## config.mk

```make
export PLATFORM = sky130hd
export DESIGN_NAME = tba_arbiter
export DESIGN_NICKNAME = d
export VERILOG_FILES = /design/src/logic/tba_pkg.sv /design/src/logic/tba_if.sv /design/src/logic/tba_slave.sv /design/src/logic/tba_arbiter.sv
export VERILOG_INCLUDE_DIRS = /design/src /design/src/logic
export SDC_FILE = /design/constraint.sdc
export NUM_CORES = 1
export LEC_CHECK = 0
export BUFFER_PORTS_ARGS = -buffer_cell sky130_fd_sc_hd__buf_2
export CORE_ASPECT_RATIO = 1.5
export CORE_MARGIN = 1
export CORE_UTILIZATION = 44
export CTS_CLUSTER_SIZE = 20
export DETAILED_ROUTE_END_ITERATION = 8
export MAX_ROUTING_LAYER = met4
export PLACE_DENSITY = 0.82
export RECOVER_POWER = 50
export SYNTH_ARGS = -nofsm -noshare
export SYNTH_HDL_FRONTEND = slang
export SYNTH_SLANG_ARGS = --single-unit
```

## constraint.sdc

```tcl
create_clock -name clock -period 1.81 [get_ports clock]
set_input_delay 0 -clock clock [delete_from_list [all_inputs] [get_ports clock]]
set_output_delay 0 -clock clock [all_outputs]
set_load 0.05 [all_outputs]
```

## src/logic/tba_params.svh

```systemverilog
`ifndef TBA_PARAMS_SVH
`define TBA_PARAMS_SVH

// Transfer size codes on the size pins
`define TBA_SIZE_LONG 2'h0
`define TBA_SIZE_BYTE 2'h1
`define TBA_SIZE_WORD 2'h2
`define TBA_SIZE_LINE 2'h3

// Beats in a line burst and in any other access
`define TBA_LINE_BEATS 3'h4
`define TBA_SINGLE_BEATS 3'h1

// Cycles spent decoding before chip select goes active
`define TBA_DECODE_CYCLES 2'h2

// Reset values
`define TBA_ADDR_RESET 32'h0000_0000
`define TBA_BE_NONE 4'h0

`endif

```

## src/logic/tba_pkg.sv

```systemverilog
package tba_pkg;

    typedef enum logic [1:0] {
        TBA_ARB_RESET,
        TBA_ARB_EXTERNAL,
        TBA_ARB_IMPLICIT,
        TBA_ARB_EXPLICIT
    } tba_arb_state_t;

    typedef enum logic [2:0] {
        TBA_SLV_IDLE,
        TBA_SLV_DECODE,
        TBA_SLV_SELECT,
        TBA_SLV_ACK,
        TBA_SLV_END
    } tba_slv_state_t;

    typedef struct packed {
        tba_arb_state_t state;
        logic ts;
        logic transfer_in_progress;
        logic bd;
        logic br;
        logic drive;
        logic [31:0] addr;
        logic rw;
        logic [1:0] size;
        logic [2:0] beats;
        logic done;
    } tba_arb_regs_t;

endpackage

```

## src/logic/tba_if.sv

```systemverilog
`timescale 1ns/1ps

interface tba_if #(
    parameter int NUM_CS = 8
);
    logic enable;
    logic ts;
    logic [31:0] addr;
    logic rw;
    logic [1:0] size;
    logic [NUM_CS-1:0] cs_n;
    logic [3:0] be_n;
    logic ta;
    logic busy;

    modport arb (output enable, output ts, output addr, output rw, output size,
                 input cs_n, input be_n, input ta, input busy);
    modport slave (input enable, input ts, input addr, input rw, input size,
                   output cs_n, output be_n, output ta, output busy);
endinterface

```

## src/logic/tba_slave.sv

```systemverilog
`timescale 1ns/1ps
`include "tba_params.svh"

module tba_slave #(
    parameter int NUM_CS = 8,
    parameter logic [NUM_CS*8-1:0] CS_BASE = {8'h70, 8'h60, 8'h50, 8'h40, 8'h30, 8'h20, 8'h10, 8'h00}
) (
    input logic clock,
    input logic rst_n,
    tba_if.slave link
);
    import tba_pkg::*;

    typedef struct packed {
        tba_slv_state_t state;
        logic [31:0] addr;
        logic rw;
        logic [1:0] size;
        logic [1:0] dcnt;
        logic [2:0] beats;
        logic [NUM_CS-1:0] hit;
        logic [NUM_CS-1:0] cs;
        logic [3:0] be;
        logic ta;
    } tba_slv_regs_t;

    tba_slv_regs_t r;
    tba_slv_regs_t next_r;

    // One-hot chip select match on the top address byte
    function automatic logic [NUM_CS-1:0] cs_match(input logic [31:0] a);
        logic [NUM_CS-1:0] m;
        m = '0;
        for (int i = 0; i < NUM_CS; i++) begin
            m[i] = (a[31:24] == CS_BASE[i*8 +: 8]);
        end
        return m;
    endfunction

    // Active-high lane mask from size and low address bits
    function automatic logic [3:0] lanes(input logic [1:0] sz, input logic [1:0] a);
        logic [3:0] m;
        unique case (sz)
            `TBA_SIZE_BYTE: m = 4'h8 >> a;
            `TBA_SIZE_WORD: m = a[1] ? 4'h3 : 4'hC;
            default: m = 4'hF;
        endcase
        return m;
    endfunction

    always_comb begin
        next_r = r;
        unique case (r.state)
            TBA_SLV_IDLE: begin
                // Only the single start pulse opens an access
                if (link.enable && link.ts) begin
                    next_r.state = TBA_SLV_DECODE;
                    next_r.addr = link.addr;
                    next_r.rw = link.rw;
                    next_r.size = link.size;
                    next_r.dcnt = `TBA_DECODE_CYCLES;
                    next_r.beats = (link.size == `TBA_SIZE_LINE) ? `TBA_LINE_BEATS : `TBA_SINGLE_BEATS;
                    next_r.hit = cs_match(link.addr);
                end
            end
            TBA_SLV_DECODE: begin
                if (r.dcnt == 2'h1) begin
                    if (|r.hit) begin
                        next_r.state = TBA_SLV_SELECT;
                        next_r.cs = r.hit;
                        next_r.be = lanes(r.size, r.addr[1:0]);
                    end else begin
                        next_r.state = TBA_SLV_IDLE;
                    end
                end else begin
                    next_r.dcnt = r.dcnt - 2'h1;
                end
            end
            TBA_SLV_SELECT: begin
                next_r.state = TBA_SLV_ACK;
                next_r.ta = 1'b1;
            end
            TBA_SLV_ACK: begin
                if (r.beats == 3'h1) begin
                    next_r.state = TBA_SLV_END;
                    next_r.ta = 1'b0;
                end else begin
                    next_r.beats = r.beats - 3'h1;
                end
            end
            TBA_SLV_END: begin
                next_r.state = TBA_SLV_IDLE;
                next_r.cs = '0;
                next_r.be = `TBA_BE_NONE;
            end
            default: next_r.state = TBA_SLV_IDLE;
        endcase
    end

    always_ff @(posedge clock) begin
        if (!rst_n) begin
            r <= '{state: TBA_SLV_IDLE, addr: `TBA_ADDR_RESET, be: `TBA_BE_NONE, default: '0};
        end else begin
            r <= next_r;
        end
    end

    assign link.cs_n = ~r.cs;
    assign link.be_n = ~r.be;
    assign link.ta = r.ta;
    assign link.busy = (r.state != TBA_SLV_IDLE);
endmodule // tba_slave

```

## src/logic/tba_arbiter.sv

```systemverilog
`timescale 1ns/1ps
`include "tba_params.svh"

module tba_arbiter #(
    parameter int NUM_CS = 8,
    parameter logic [NUM_CS*8-1:0] CS_BASE = {8'h70, 8'h60, 8'h50, 8'h40, 8'h30, 8'h20, 8'h10, 8'h00}
) (
    input logic clock,
    input logic rst_n,
    input logic req_valid,
    input logic [31:0] req_addr,
    input logic req_rw,
    input logic [1:0] req_size,
    output logic req_ready,
    output logic req_done,
    input logic bus_grant_in_n,
    output logic bus_driven_out_n,
    output logic bus_request_out_n,
    input logic transfer_start_in_n,
    output logic transfer_start_out_n,
    output logic transfer_start_oe,
    input logic [31:0] addr_in,
    output logic [31:0] addr_out,
    output logic addr_oe,
    input logic rw_in,
    output logic rw_out,
    output logic rw_oe,
    input logic [1:0] transfer_size_in,
    output logic [1:0] transfer_size_out,
    output logic transfer_size_oe,
    output logic transfer_in_progress_out_n,
    output logic transfer_in_progress_oe,
    input logic transfer_ack_in_n,
    output logic transfer_ack_out_n,
    output logic transfer_ack_oe,
    output logic [NUM_CS-1:0] chip_select_n,
    output logic [3:0] byte_enables_n
);
    import tba_pkg::*;

    tba_arb_regs_t r;
    tba_arb_regs_t next_r;
    logic grant;
    logic start;
    logic beat_ack;
    logic cycle_end;

    // Slave side answers the external master's accesses
    tba_if #(.NUM_CS(NUM_CS)) link ();

    tba_slave #(.NUM_CS(NUM_CS), .CS_BASE(CS_BASE)) u_slave (
        .clock(clock),
        .rst_n(rst_n),
        .link(link)
    );

    // Grant pin carries the external device's hold request, low means granted
    assign grant = ~bus_grant_in_n;
    assign beat_ack = r.transfer_in_progress && !transfer_ack_in_n;
    assign cycle_end = beat_ack && (r.beats == 3'h1);

    // Slave opens a new access only while the external device owns the bus; one already open runs to its end
    assign link.enable = (r.state == TBA_ARB_EXTERNAL);
    assign link.ts = !transfer_start_in_n;
    assign link.addr = addr_in;
    assign link.rw = rw_in;
    assign link.size = transfer_size_in;

    always_comb begin
        next_r = r;
        next_r.ts = 1'b0;
        next_r.done = 1'b0;
        // Request shows only while granted; a start below clears it
        next_r.br = req_valid && grant;
        start = 1'b0;
        unique case (r.state)
            TBA_ARB_RESET: begin
                next_r.bd = 1'b0;
                next_r.drive = 1'b0;
                next_r.state = grant ? TBA_ARB_IMPLICIT : TBA_ARB_EXTERNAL;
            end
            TBA_ARB_EXTERNAL: begin
                if (grant) begin
                    // Starting here takes the cycle right after grant
                    start = req_valid;
                    next_r.state = TBA_ARB_IMPLICIT;
                end
            end
            TBA_ARB_IMPLICIT: begin
                if (!grant) begin
                    next_r.state = TBA_ARB_EXTERNAL;
                end else begin
                    start = req_valid;
                end
            end
            TBA_ARB_EXPLICIT: begin
                // A started cycle ignores grant loss until its last beat
                if (r.transfer_in_progress) begin
                    if (beat_ack && !cycle_end) begin
                        next_r.beats = r.beats - 3'h1;
                    end
                    if (cycle_end) begin
                        next_r.transfer_in_progress = 1'b0;
                        next_r.done = 1'b1;
                        if (!grant) begin
                            next_r.state = TBA_ARB_EXTERNAL;
                            next_r.bd = 1'b0;
                            next_r.drive = 1'b0;
                        end else begin
                            start = req_valid;
                        end
                    end
                end else if (!grant) begin
                    next_r.state = TBA_ARB_EXTERNAL;
                    next_r.bd = 1'b0;
                    next_r.drive = 1'b0;
                end else begin
                    start = req_valid;
                end
            end
        endcase
        if (start) begin
            next_r.state = TBA_ARB_EXPLICIT;
            next_r.ts = 1'b1;
            next_r.transfer_in_progress = 1'b1;
            next_r.bd = 1'b1;
            next_r.drive = 1'b1;
            next_r.br = 1'b0;
            next_r.addr = req_addr;
            next_r.rw = req_rw;
            next_r.size = req_size;
            next_r.beats = (req_size == `TBA_SIZE_LINE) ? `TBA_LINE_BEATS : `TBA_SINGLE_BEATS;
        end
    end

    always_ff @(posedge clock) begin
        if (!rst_n) begin
            r <= '{state: TBA_ARB_RESET, addr: `TBA_ADDR_RESET, default: '0};
        end else begin
            r <= next_r;
        end
    end

    // Ready is combinational, so the edge that samples it high takes the request
    assign req_ready = start;
    assign req_done = r.done;
    assign bus_driven_out_n = ~r.bd;
    assign bus_request_out_n = ~r.br;
    assign transfer_start_out_n = ~r.ts;
    assign transfer_start_oe = r.drive;
    assign addr_out = r.addr;
    assign addr_oe = r.drive;
    assign rw_out = r.rw;
    assign rw_oe = r.drive;
    assign transfer_size_out = r.size;
    assign transfer_size_oe = r.drive;
    assign transfer_in_progress_out_n = ~r.transfer_in_progress;
    assign transfer_in_progress_oe = r.drive;
    assign transfer_ack_out_n = ~link.ta;
    assign transfer_ack_oe = link.busy;
    assign chip_select_n = link.cs_n;
    assign byte_enables_n = link.be_n;
endmodule // tba_arbiter

```

-- Yosys cells after proc, flatten, opt, wreduce, memory -nomap -nowiden
Index checks and enable logic that the tools add are counted.
- flip-flop bits (word level): 110
- equal/unequal tests: 29
- add/sub/neg operators: 3
- bitwise operators: 9
- reduce and logical (&&, ||, !) cells: 33
- shift operators: 1
- mux-type cells: 43
- operator list (operator ; count):
    two-way mux 51 bit ; 1
    two-way mux 45 bit ; 1
    equality test 8 x 7 -> 1 bit (second input constant) ; 4
    two-way mux 12 bit ; 2
    case mux 12 bit (2 select lines) ; 1
    two-way mux 3 bit ; 6
    AND reduction 3 bit ; 6
    equality test 8 x 6 -> 1 bit (second input constant) ; 2
    two-way mux 2 bit ; 8
    nonzero test 2 bit ; 7
    two-way mux 1 bit ; 12
    two-way mux 4 bit ; 3
    case mux 3 bit (4 select lines) ; 1
    equality test 2 bit (second input constant) ; 5
    equality test 3 x 1 -> 1 bit (second input constant) ; 3
    equality test 8 x 5 -> 1 bit (second input constant) ; 1
    zero test 8 bit ; 1
    != test 2 x 1 -> 1 bit (second input constant) ; 4
    inverter 8 bit ; 1
    case mux 1 bit (2 select lines) ; 4
    case mux 2 bit (4 select lines) ; 1
    case mux 4 bit (2 select lines) ; 1
    AND reduction 2 bit ; 4
    OR reduction 8 bit ; 1
    19 further kinds ; 38

-- Depth between registers and ports, before layout
Gate-level depths: netlist (run 1).
- depth after elaboration: 9
- gate-level depth with buffers: 8

-- Cells and area by module
A second synthesis (run 1) with hierarchy kept.
- cell total of the unflattened synthesis: 452
- area total of the unflattened synthesis: 3985.1 um^2
- by module, submodules not included (module ; instances ; seq. area each (um^2) ; cells each ; area an instance (um^2)):
    tba_arbiter ; 1 ; 920.9 ; 270 ; 2394.8
    tba_slave ; 1 ; 660.6 ; 182 ; 1590.3

-- Worst setup path after synthesis (run 1)
Ideal clock, no wire load.
- path kind: register to register
- start point: register r[1] (netlist name)
- end point: register r[44] (netlist name)
- cell stages (with the launch flop): 6
- path buffers: 0
- arrival: 1.702 ns
- slack: -0.012 ns
- data required time: 1.690 ns
- cells stage by stage: dfxtp_1 -> ha_1 -> or3b_2 -> a311oi_1 -> nor3_1 -> o31a_1
- cells in the longest elaborated chain, start to end: 7
- elaborated cells between the ends (all ways): 9
- classes of those cells: eq/ne (3); mux (4); reduce/logical (2)
- ends and longest elaborated chain (what ; RTL line ; source):
    start: declaration ; tba_arbiter.sv:41 ; tba_arb_regs_t r;
    start signal: assignment ; tba_arbiter.sv:140 ; r <= next_r;
    equality test 3 x 1 -> 1 bit * ; tba_arbiter.sv:60 ; assign cycle_end = beat_ack && (r.beats == 3'h1);
    logical AND 1 bit * ; tba_arbiter.sv:60 ;
    two-way mux 1 bit ; tba_arbiter.sv:102 ; if (cycle_end) begin
    two-way mux 1 bit ; tba_arbiter.sv:98 ; if (r.transfer_in_progress) begin
    case mux 1 bit (2 select lines) ; tba_arbiter.sv:76 ; unique case (r.state)
    != test 4 bit (no line) or != test 3 bit (tied branches) ; -- ;
    AND reduction 2 bit (no line) ; -- ;
Every way passes the cells marked *; elsewhere a longest branch is shown, timed or not.
A chain may end at the register's enable or synchronous reset.

-- Worst setup path in the final report (run 1)
- start point: register r[2] (netlist name)
- end point: register r[2] (netlist name)
- cells in the longest elaborated chain, start to end: 7
- elaborated cells between the ends (all ways): 16
- classes of those cells: add/sub (1); eq/ne (1); mux (7); reduce/logical (7)
- ends and longest elaborated chain (what ; RTL line):
    equality test 3 x 1 -> 1 bit ; tba_arbiter.sv:60
    logical AND 1 bit ; tba_arbiter.sv:60
    two-way mux 1 bit ; tba_arbiter.sv:102
    two-way mux 1 bit ; tba_arbiter.sv:98
    case mux 1 bit (2 select lines) ; tba_arbiter.sv:76
    nonzero test 2 bit (no line) ; --
    AND reduction 3 bit (no line) ; --
Several ways; a longest one is shown, not always the timed one. The select of a mux whose other input is x is not followed.

==> impl_metrics.ini, run 1 <==
[sta]
layout_setup_ws_ps = -86.46
max_freq_mhz = 527.3
rsz0062_at_grt = yes
worst_pin_slew_ps = 767.9
slew_headroom_pct = 48.73
fin_skew_ps = 5.367
slew_violations = 0
period_minus_slack_ps = 1896
fin_crit_sh_pct = 104.8
hold_violations = 0
finalSetupViolCount = 36

[global_route]
antenna_found_initial = 0
grt_max_degree = 42
overflow = 0
grtUsageTotal_pct = 24.61
grt_pass1_wl_um = 16370
grt_pass1_vias = 3513

[synth]
avgSynthCellArea_um2 = 8.003
synth_edf_count = 0
syn_inst = 454
synthDistinctLibCells = 49
syn_area_um2 = 3633
synth_warnings = 0
ys.flop_type = dfxtp_1
syn_nets = 541
ys_async_sr_fraction_pct = 0
seq_area_frac_synth_pct = 43.53
synth-seq-cells = 79

[finish]
fin_nets = 677
fin_util_pct = 63.38
multi_input_area_um2 = 1647
drive_gt1_share_pct = 25.04
final_cell_mix = 90 x nand2_1, 75 x dfxtp_1, 64 x buf_2
syn_to_final_growth_pct = 39.67
seq_area_um2 = 1589
antenna_cells = 0
n_fill_cell = 629
final_common_cell = nand2_1

[worst_setup_path]
crit_end = r[2]
crit_fanout = 39
r2r-end = r[2]
startpoint_type = flop
r2r_start = r[2]
cpPeakStageDelay_ps = 360
reg2reg_slack_ps = -90
cp_slowest_cell = o31ai_4
required_ps = 2030
cp_cell_sequence = inv_2 > ha_4 > and4bb_2 > o31ai_4 > buf_12 > nand2_1 > a211oi_1
path_class = reg2reg
startpoint = r[2]
worstSetupEndpointType = flop
critPathArrivalTime_ps = 2110
reg2regPathDepth = 7

[detailed_routing]
wire_per_inst_um = 15.15
firstDrtPassIters = 4
remaining_drc_errors = 0
drt_wl_total_um = 10610
dr.first_iter.drc_count = 183
num_vias = 3626
vias_per_cell = 5.180
detail-route-antenna-nets = 0

[cts]
tritoncts = yes
path_clk_slew_ps = 60
cts-root-buf = clkbuf_16
clock_latency_ps = 330
cts_max_path_buffers = 2
clock-sinks = 79
cts_made_buffers = 9
htree_levels = 3

[floorplanning]
initial_core_util_pct = 45.38
design.die.area_um2 = 8633
rows = 40
core_area_um2 = 8008
die_w_um = 76.20
die_y_um = 113.3
pin_count = 136

[run]
cap_violations = 0

[power_and_ir_drop]
vdd_drop_max_v = 0.0004984
p_leak_uw = 0.001945
powerDensity_nw_per_um2 = 896.9

[min_path]
hold_class = in2reg

[placed_design]
routabilityCongestion = 0.8700
dpl.hpwl_um = 5842
place_ws_ps = -117.3
io_buffers = 112

[status]
failed_checks = negative setup slack
outcome = complete, but fails checks
[stage by stage]
step | area (um2) | cells | hold slack, ps | power [uW] | TNS (ps)
finish | 5075 | 700 | 21.86 | 4552 | -1274
global placement | 4099 | 629 | 241.1 | 2410 | -17.20
floorplan | 3641 | 454 | 76.15 | 2282 | 0
global route | 5075 | 700 | 40.04 | 4720 | -3642
detailed placement | 4099 | 629 | 245.5 | 2428 | -522.1
CTS | 5004 | 697 | 12.08 | 4498 | -20.37
[cell usage after synthesis (5+ instances only)]
| library cell | n | area (um2) |
|---|---|---|
| nand2b_1 | 6 | 37.54 |
| nand3_1 | 11 | 55.05 |
| nor3_1 | 5 | 25.02 |
| inv_1 | 32 | 120.1 |
| nor2b_1 | 8 | 50.05 |
| nor4_1 | 5 | 31.28 |
| a211oi_1 | 5 | 37.54 |
| ha_1 | 11 | 137.6 |
| nor2_1 | 19 | 71.32 |
| buf_4 | 40 | 300.3 |
| dfxtp_1 | 79 | 1582 |
| nand2_1 | 104 | 390.4 |
| buf_2 | 9 | 45.04 |
| clkbuf_1 | 8 | 30.03 |
| a21oi_1 | 58 | 290.3 |
[layout make-up]
class / instances / share of cell area (%)
Clock inverter: 3 / 1.282
Sequential cell: 79 / 31.31
Tap cell: 105 / 2.589
Clock buffer: 13 / 5.128
Multi-Input combinational cell: 281 / 32.45
Timing Repair Buffer: 186 / 24.80
Inverter: 33 / 2.441
[worst min-delay path by stage]
| stage | from | to | slack, ps | depth (start not counted) |
|---|---|---|---|---|
| final | addr_in[31] | u_slave.r[15] | 20 | 4 |
| after global routing | addr_in[31] | u_slave.r[15] | 40 | 4 |
| after CTS | addr_in[31] | u_slave.r[15] | 10 | 4 |
| after detailed placement | req_addr[16] | addr_out[16] | 250 | 3 |
| after global placement | req_addr[22] | addr_out[22] | 240 | 3 |
| after floorplan | bus_grant_in_n | r[40] | 80 | 1 |
[sequential cells by signal (all words and copies together) (netlist names)]
name and cells:
u_slave.link.ta 1, u_slave.r 32, addr_oe 1, r 9, req_done 1, transfer_size_out 2
addr_out 32, rw_out 1
[power breakdown]
part           internal [uW]  switching [uW]  total, uW
clock network           1280             684       1970
registers               1800            43.4       1840
logic                    314             432        746
[critical path: cells and delay by family (launching register included)]
kind                       cells  cell delay [ps]
adders and majority gates      1              150
AOI/OAI and AO/OA              2              620
DFF                            1              330
and+or+nand+nor                2              370
buffers and inverters          2              300
[routing by layer]
layer  share of wire [%]  vias up  track usage [%]
li1                    -     1736                -
met1                  37     1729            24.56
met2                  54      123            44.61
met3                 5.5       38            5.887
met4                 3.5        0            12.18
met5                   0        -                -
[kinds of logic (layout without fill, tap and decap cells)]
group / after synthesis / count (layout) / share of synthesized area [%]
DFF: 79 / 79 / 43.53
adders and majority gates: 11 / 11 / 3.788
and+or+nand+nor: 179 / 179 / 22.45
AOI/OAI and AO/OA: 90 / 90 / 15.22
xor gates and xnor gates: 1 / 1 / 0.2411
buffers and inverters: 94 / 235 / 14.77
[repair_timing]
item,in CTS,in global routing
hold buffers,43,0
gates resized for setup,16,31
cloned,1,0
endpoints found under the setup margin,22,48
buffers inserted,8,3
endpoints found under the hold margin,46,0
pin swaps,4,7
Note: power is estimated with default switching activity, not from simulation.
==> run 2: changes to the inputs <==
CORE_ASPECT_RATIO = unset   (was 1.5)
==> impl_metrics.ini, run 2 (synthesis gave the netlist of run 1 again) <==
[status]
outcome = complete, but fails checks
failed_checks = negative setup slack

[finish]
fin_util_pct = 61.34
n_fill_cell = 659
fin_nets = 674
fin_cells = 693
drive_gt1_share_pct = 19.29
final_common_cell = nand2_1
final_cell_mix = 104 x nand2_1, 77 x dfxtp_1, 60 x clkbuf_1
antenna_cells = 0
syn_to_final_growth_pct = 32.47

[power_and_ir_drop]
powerDensity_nw_per_um2 = 783.9
p_total_uw = 3773
seq_power_share_pct = 48.7
comb_power_share_pct = 18.4
p_leak_uw = 0.001809
power.clock.fraction_pct = 32.9
p_sw_share_pct = 28.39
p_int_uw = 2702
vdd_drop_max_v = 0.0004612
power_switching_uw = 1071

[global_route]
overflow = 0
grt_max_degree = 35
grt_pass1_vias = 3268
grt_pass1_wl_um = 14350
grtUsageTotal_pct = 21.57
antenna_found_initial = 0

[worst_setup_path]
crit_fanout = 13
startpoint_type = flop
required_ps = 2050
cp_slowest_cell = dfxtp_2
path_class = reg2reg
worstSetupEndpointType = flop
cp_cell_sequence = inv_2 > ha_4 > and4bb_2 > o31ai_4 > buf_4 > buf_12 > nor2_1 > a21o_1
cpPeakStageDelay_ps = 340
startpoint = r[2]
r2r_start = r[2]
critPathArrivalTime_ps = 2100
cpLargestDelayFamily = compound AO/OA/AOI/OAI gates
reg2reg_slack_ps = -50
path_buf_inv = 3

[detailed_routing]
wire_per_inst_um = 14.43
num_vias = 3559
firstDrtPassIters = 4
remaining_drc_errors = 0
vias_per_cell = 5.136
detail-route-antenna-nets = 0
drt_wl_total_um = 9998
dr.first_iter.drc_count = 140

[floorplanning]
core_area_um2 = 7848
initial_core_util_pct = 46.30
die_w_um = 92.88
die_y_um = 92.88
design.die.area_um2 = 8626
pin_count = 136
rows = 32

[sta]
period_minus_slack_ps = 1862
fin_crit_sh_pct = 102.9
max_freq_mhz = 537.0
rsz0062_at_grt = yes
fin_skew_ps = 11.21
worst_pin_slew_ps = 1103
slew_headroom_pct = 26.40
hold_violations = 0
setup-tns-final_ps = -134.3
layout_setup_ws_ps = -52.36
slew_violations = 0
finalSetupViolCount = 6

[placed_design]
place_ws_ps = -132.9
routabilityCongestion = 0.9193
dpl.hpwl_um = 5770
place_inst = 623
io_buffers = 112

[cts]
cts-root-buf = clkbuf_8
path_clk_slew_ps = 80
htree_levels = 3
tritoncts = yes
clock-sinks = 79
cts_made_buffers = 9
cts_max_path_buffers = 2
clock_latency_ps = 350

[min_path]
hold_class = in2reg
worstHoldStart = addr_in[29]

[run]
cap_violations = 0
## run 2: cell type report
cell class	count	area, um2	share of cell area (%)
timing repair buffer	183	1211	25.16
inverter	33	123.9	2.573
clock buffer	10	127.6	2.651
clock inverter	5	50.05	1.040
multi-input combinational	281	1589	33.01
sequential	79	1584	32.91
tap	102	127.6	2.651
## run 2: layer usage
metal  vias to the layer above  share of wire [%]  global-route usage (%)
met1                      1665                 41                   24.77
met4                         0                3.5                   12.18
met5                         -                  0                       -
met2                       127                 50                   34.68
met3                        32                5.2                   4.844
li1                       1735                  -                       -
## run 2: what timing repair did
action | in CTS | in global routing
resized for setup | 13 | 19
endpoints found under the hold margin | 47 | 0
setup buffers | 2 | 7
cloned | 0 | 2
hold buffers | 45 | 0
pin swaps | 4 | 4
setup endpoints to repair | 37 | 38
## run 2: worst min-delay path: stages
cell and delay [ps]:
buf_2 80, nor2_1 70, nand4_1 100, a21oi_1 60
## run 2: path summary, 6_finish.rpt
check                                     end  depth (start not counted)
worst min register to register   addr_out[23]                          2
worst max register to register          r[41]                          8
worst max-delay path                    r[41]                          8
worst min-delay path            u_slave.r[13]                          4
## run 2: per-stage QoR
stage / hold slack [ps] / instance area (um2)
2_1_floorplan: 76.15 / 3641
3_3_place_gp: 240.6 / 4035
3_5_place_dp: 247.0 / 4035
4_1_cts: 0.02545 / 4717
5_1_grt: 27.70 / 4813
6_report: 9.647 / 4813
## run 2: power by group through the flow
stage	sequential [uW]	combinational, uW	clock, uW
3_5_place_dp	1870	542	0
6_report	1840	694	1240
2_1_floorplan	1860	421	0
4_1_cts	1830	636	1260
3_3_place_gp	1860	527	0
5_1_grt	1840	743	1350
==> run 3: changes to the inputs <==
PLACE_DENSITY = unset   (was 0.82)
PLACE_DENSITY_LB_ADDON = 0.12   (was unset)
==> impl_metrics.ini, run 3 (synthesis gave the netlist of run 1 again) <==
[cts]
clock_latency_ps = 350
tritoncts = yes
path_clk_slew_ps = 80
cts_max_path_buffers = 2
clock-sinks = 79
cts_made_buffers = 9
htree_levels = 3
cts-root-buf = clkbuf_8

[placed_design]
dpl.hpwl_um = 5957
place_ws_ps = -55.84
post_dp_cell_area_um2 = 4163
place_inst = 635
io_buffers = 112
routabilityCongestion = 0.8258

[floorplanning]
design.die.area_um2 = 8626
initial_core_util_pct = 46.30
rows = 32
pin_count = 136
die_y_um = 92.88
die_w_um = 92.88
core_area_um2 = 7848

[sta]
period_minus_slack_ps = 1759
slew_headroom_pct = 56.79
slew_violations = 0
worst_pin_slew_ps = 651.0
max_freq_mhz = 568.6
finalSetupViolCount = 0
fin_skew_ps = 9.198
layout_setup_ws_ps = 51.25
fin_crit_sh_pct = 97.17
hold_violations = 0
rsz0062_at_grt = yes

[worst_setup_path]
startpoint_type = flop
crit_fanout = 8
worstSetupEndpointType = flop
r2r_start = r[44]
critPathArrivalTime_ps = 2040
cpLargestDelayFamily = buffers and inverters
path_buf_inv = 3
cp_cell_sequence = ha_2 > and4bb_2 > o31ai_4 > buf_4 > buf_8 > buf_12 > nand2_1 > a21oi_2
required_ps = 2090
cp_slowest_cell = dfxtp_2
cpPeakStageDelay_ps = 340
startpoint = r[44]
path_class = reg2reg

[finish]
n_fill_cell = 731
fin_cells = 706
final_common_cell = nand2_1
fin_nets = 687
fin_area_um2 = 4949
drive_gt1_share_pct = 20.53
multi_input_area_um2 = 1553
final_cell_mix = 104 x nand2_1, 75 x dfxtp_1, 58 x clkbuf_1
seq_area_um2 = 1587
syn_to_final_growth_pct = 36.19
antenna_cells = 0

[detailed_routing]
remaining_drc_errors = 0
drt_wl_total_um = 9244
dr.first_iter.drc_count = 165
num_vias = 3406
vias_per_cell = 4.824
firstDrtPassIters = 4
detail-route-antenna-nets = 0
wire_per_inst_um = 13.09

[power_and_ir_drop]
vdd_drop_max_v = 0.0003585
p_leak_uw = 0.001900
powerDensity_nw_per_um2 = 803.9

[global_route]
grt_pass1_wl_um = 14210
antenna_found_initial = 0
grtUsageTotal_pct = 21.27
overflow = 0
grt_max_degree = 32
grt_pass1_vias = 3128

[min_path]
hold_class = in2reg
worstHoldStart = addr_in[27]

[status]
outcome = finished, final reports clean

[run]
cap_violations = 0
run 3: cell types whose count changed in the layout (fill, tap and decap cells not counted), moves of 2 or more:
cell,before,now
buf_12,2,4
inv_2,2,4
dfxtp_1,77,75
a21oi_2,3,1
a21oi_1,55,57
buf_4,19,28
inv_1,31,29
clkbuf_1,60,58
dlygate4sd3_1,45,48
dfxtp_2,2,4
clkinv_2,4,1
run 3: power breakdown:
part           total, uW  internal [uW]  switching [uW]
Clock               1450            809             637
Sequential          1830           1790            39.6
Combinational        700            309             391
Total               3980           2910            1070
run 3: per-layer routing:
| layer | track usage (%) | vias up | share of wire, % |
|---|---|---|---|
| met3 | 3.448 | 15 | 4.6 |
| met5 | - | - | 0 |
| met1 | 27.42 | 1544 | 47 |
| met4 | 7.949 | 0 | 1.5 |
| li1 | - | 1752 | - |
| met2 | 33.52 | 95 | 46 |
run 3: final cells by class:
type                       instances  share of cell area [%]
sequential                        79                   32.06
multi-input combinational        281                   31.38
timing repair buffer             196                   27.05
clock buffer                      10                   2.781
tap                              102                   2.579
inverter                          33                   2.503
clock inverter                     5                   1.643
run 3: worst paths after layout:
path	endpoint	slack, ps	cells after the start
max reg2reg	addr_out[22]	50	8
max	addr_out[22]	50	8
min reg2reg	addr_out[12]	460	2
min	u_slave.r[19]	20	4
run 3: timing repair:
action / CTS / global route
hold endpoints to repair: 47 / 0
resized for setup: 14 / 8
pin swaps: 2 / 0
setup buffers: 1 / 6
gates cloned: 0 / 2
setup endpoints to repair: 3 / 47
hold buffers: 48 / 0
run 3: worst reg2reg max path, stage by stage, from the launching register on:
cell      delay, ps
dfxtp_2         340
ha_2            210
and4bb_2        260
o31ai_4         200
buf_4           170
buf_8           140
buf_12          130
nand2_1          90
a21oi_2         180
run 3: metrics by stage:
| step | total power, uW | TNS (ps) | utilization [%] | hold slack, ps |
|---|---|---|---|---|
| after floorplan | 2282 | 0 | - | 76.15 |
| after global placement | 2438 | 0 | 53.05 | 241.7 |
| after detailed placement | 2450 | -108.3 | 53.05 | 247.3 |
| after CTS | 3988 | 0 | 62.58 | 0.6553 |
| after global routing | 4149 | -99.73 | 63.06 | 26.72 |
| final | 3978 | 0 | 63.06 | 20.19 |
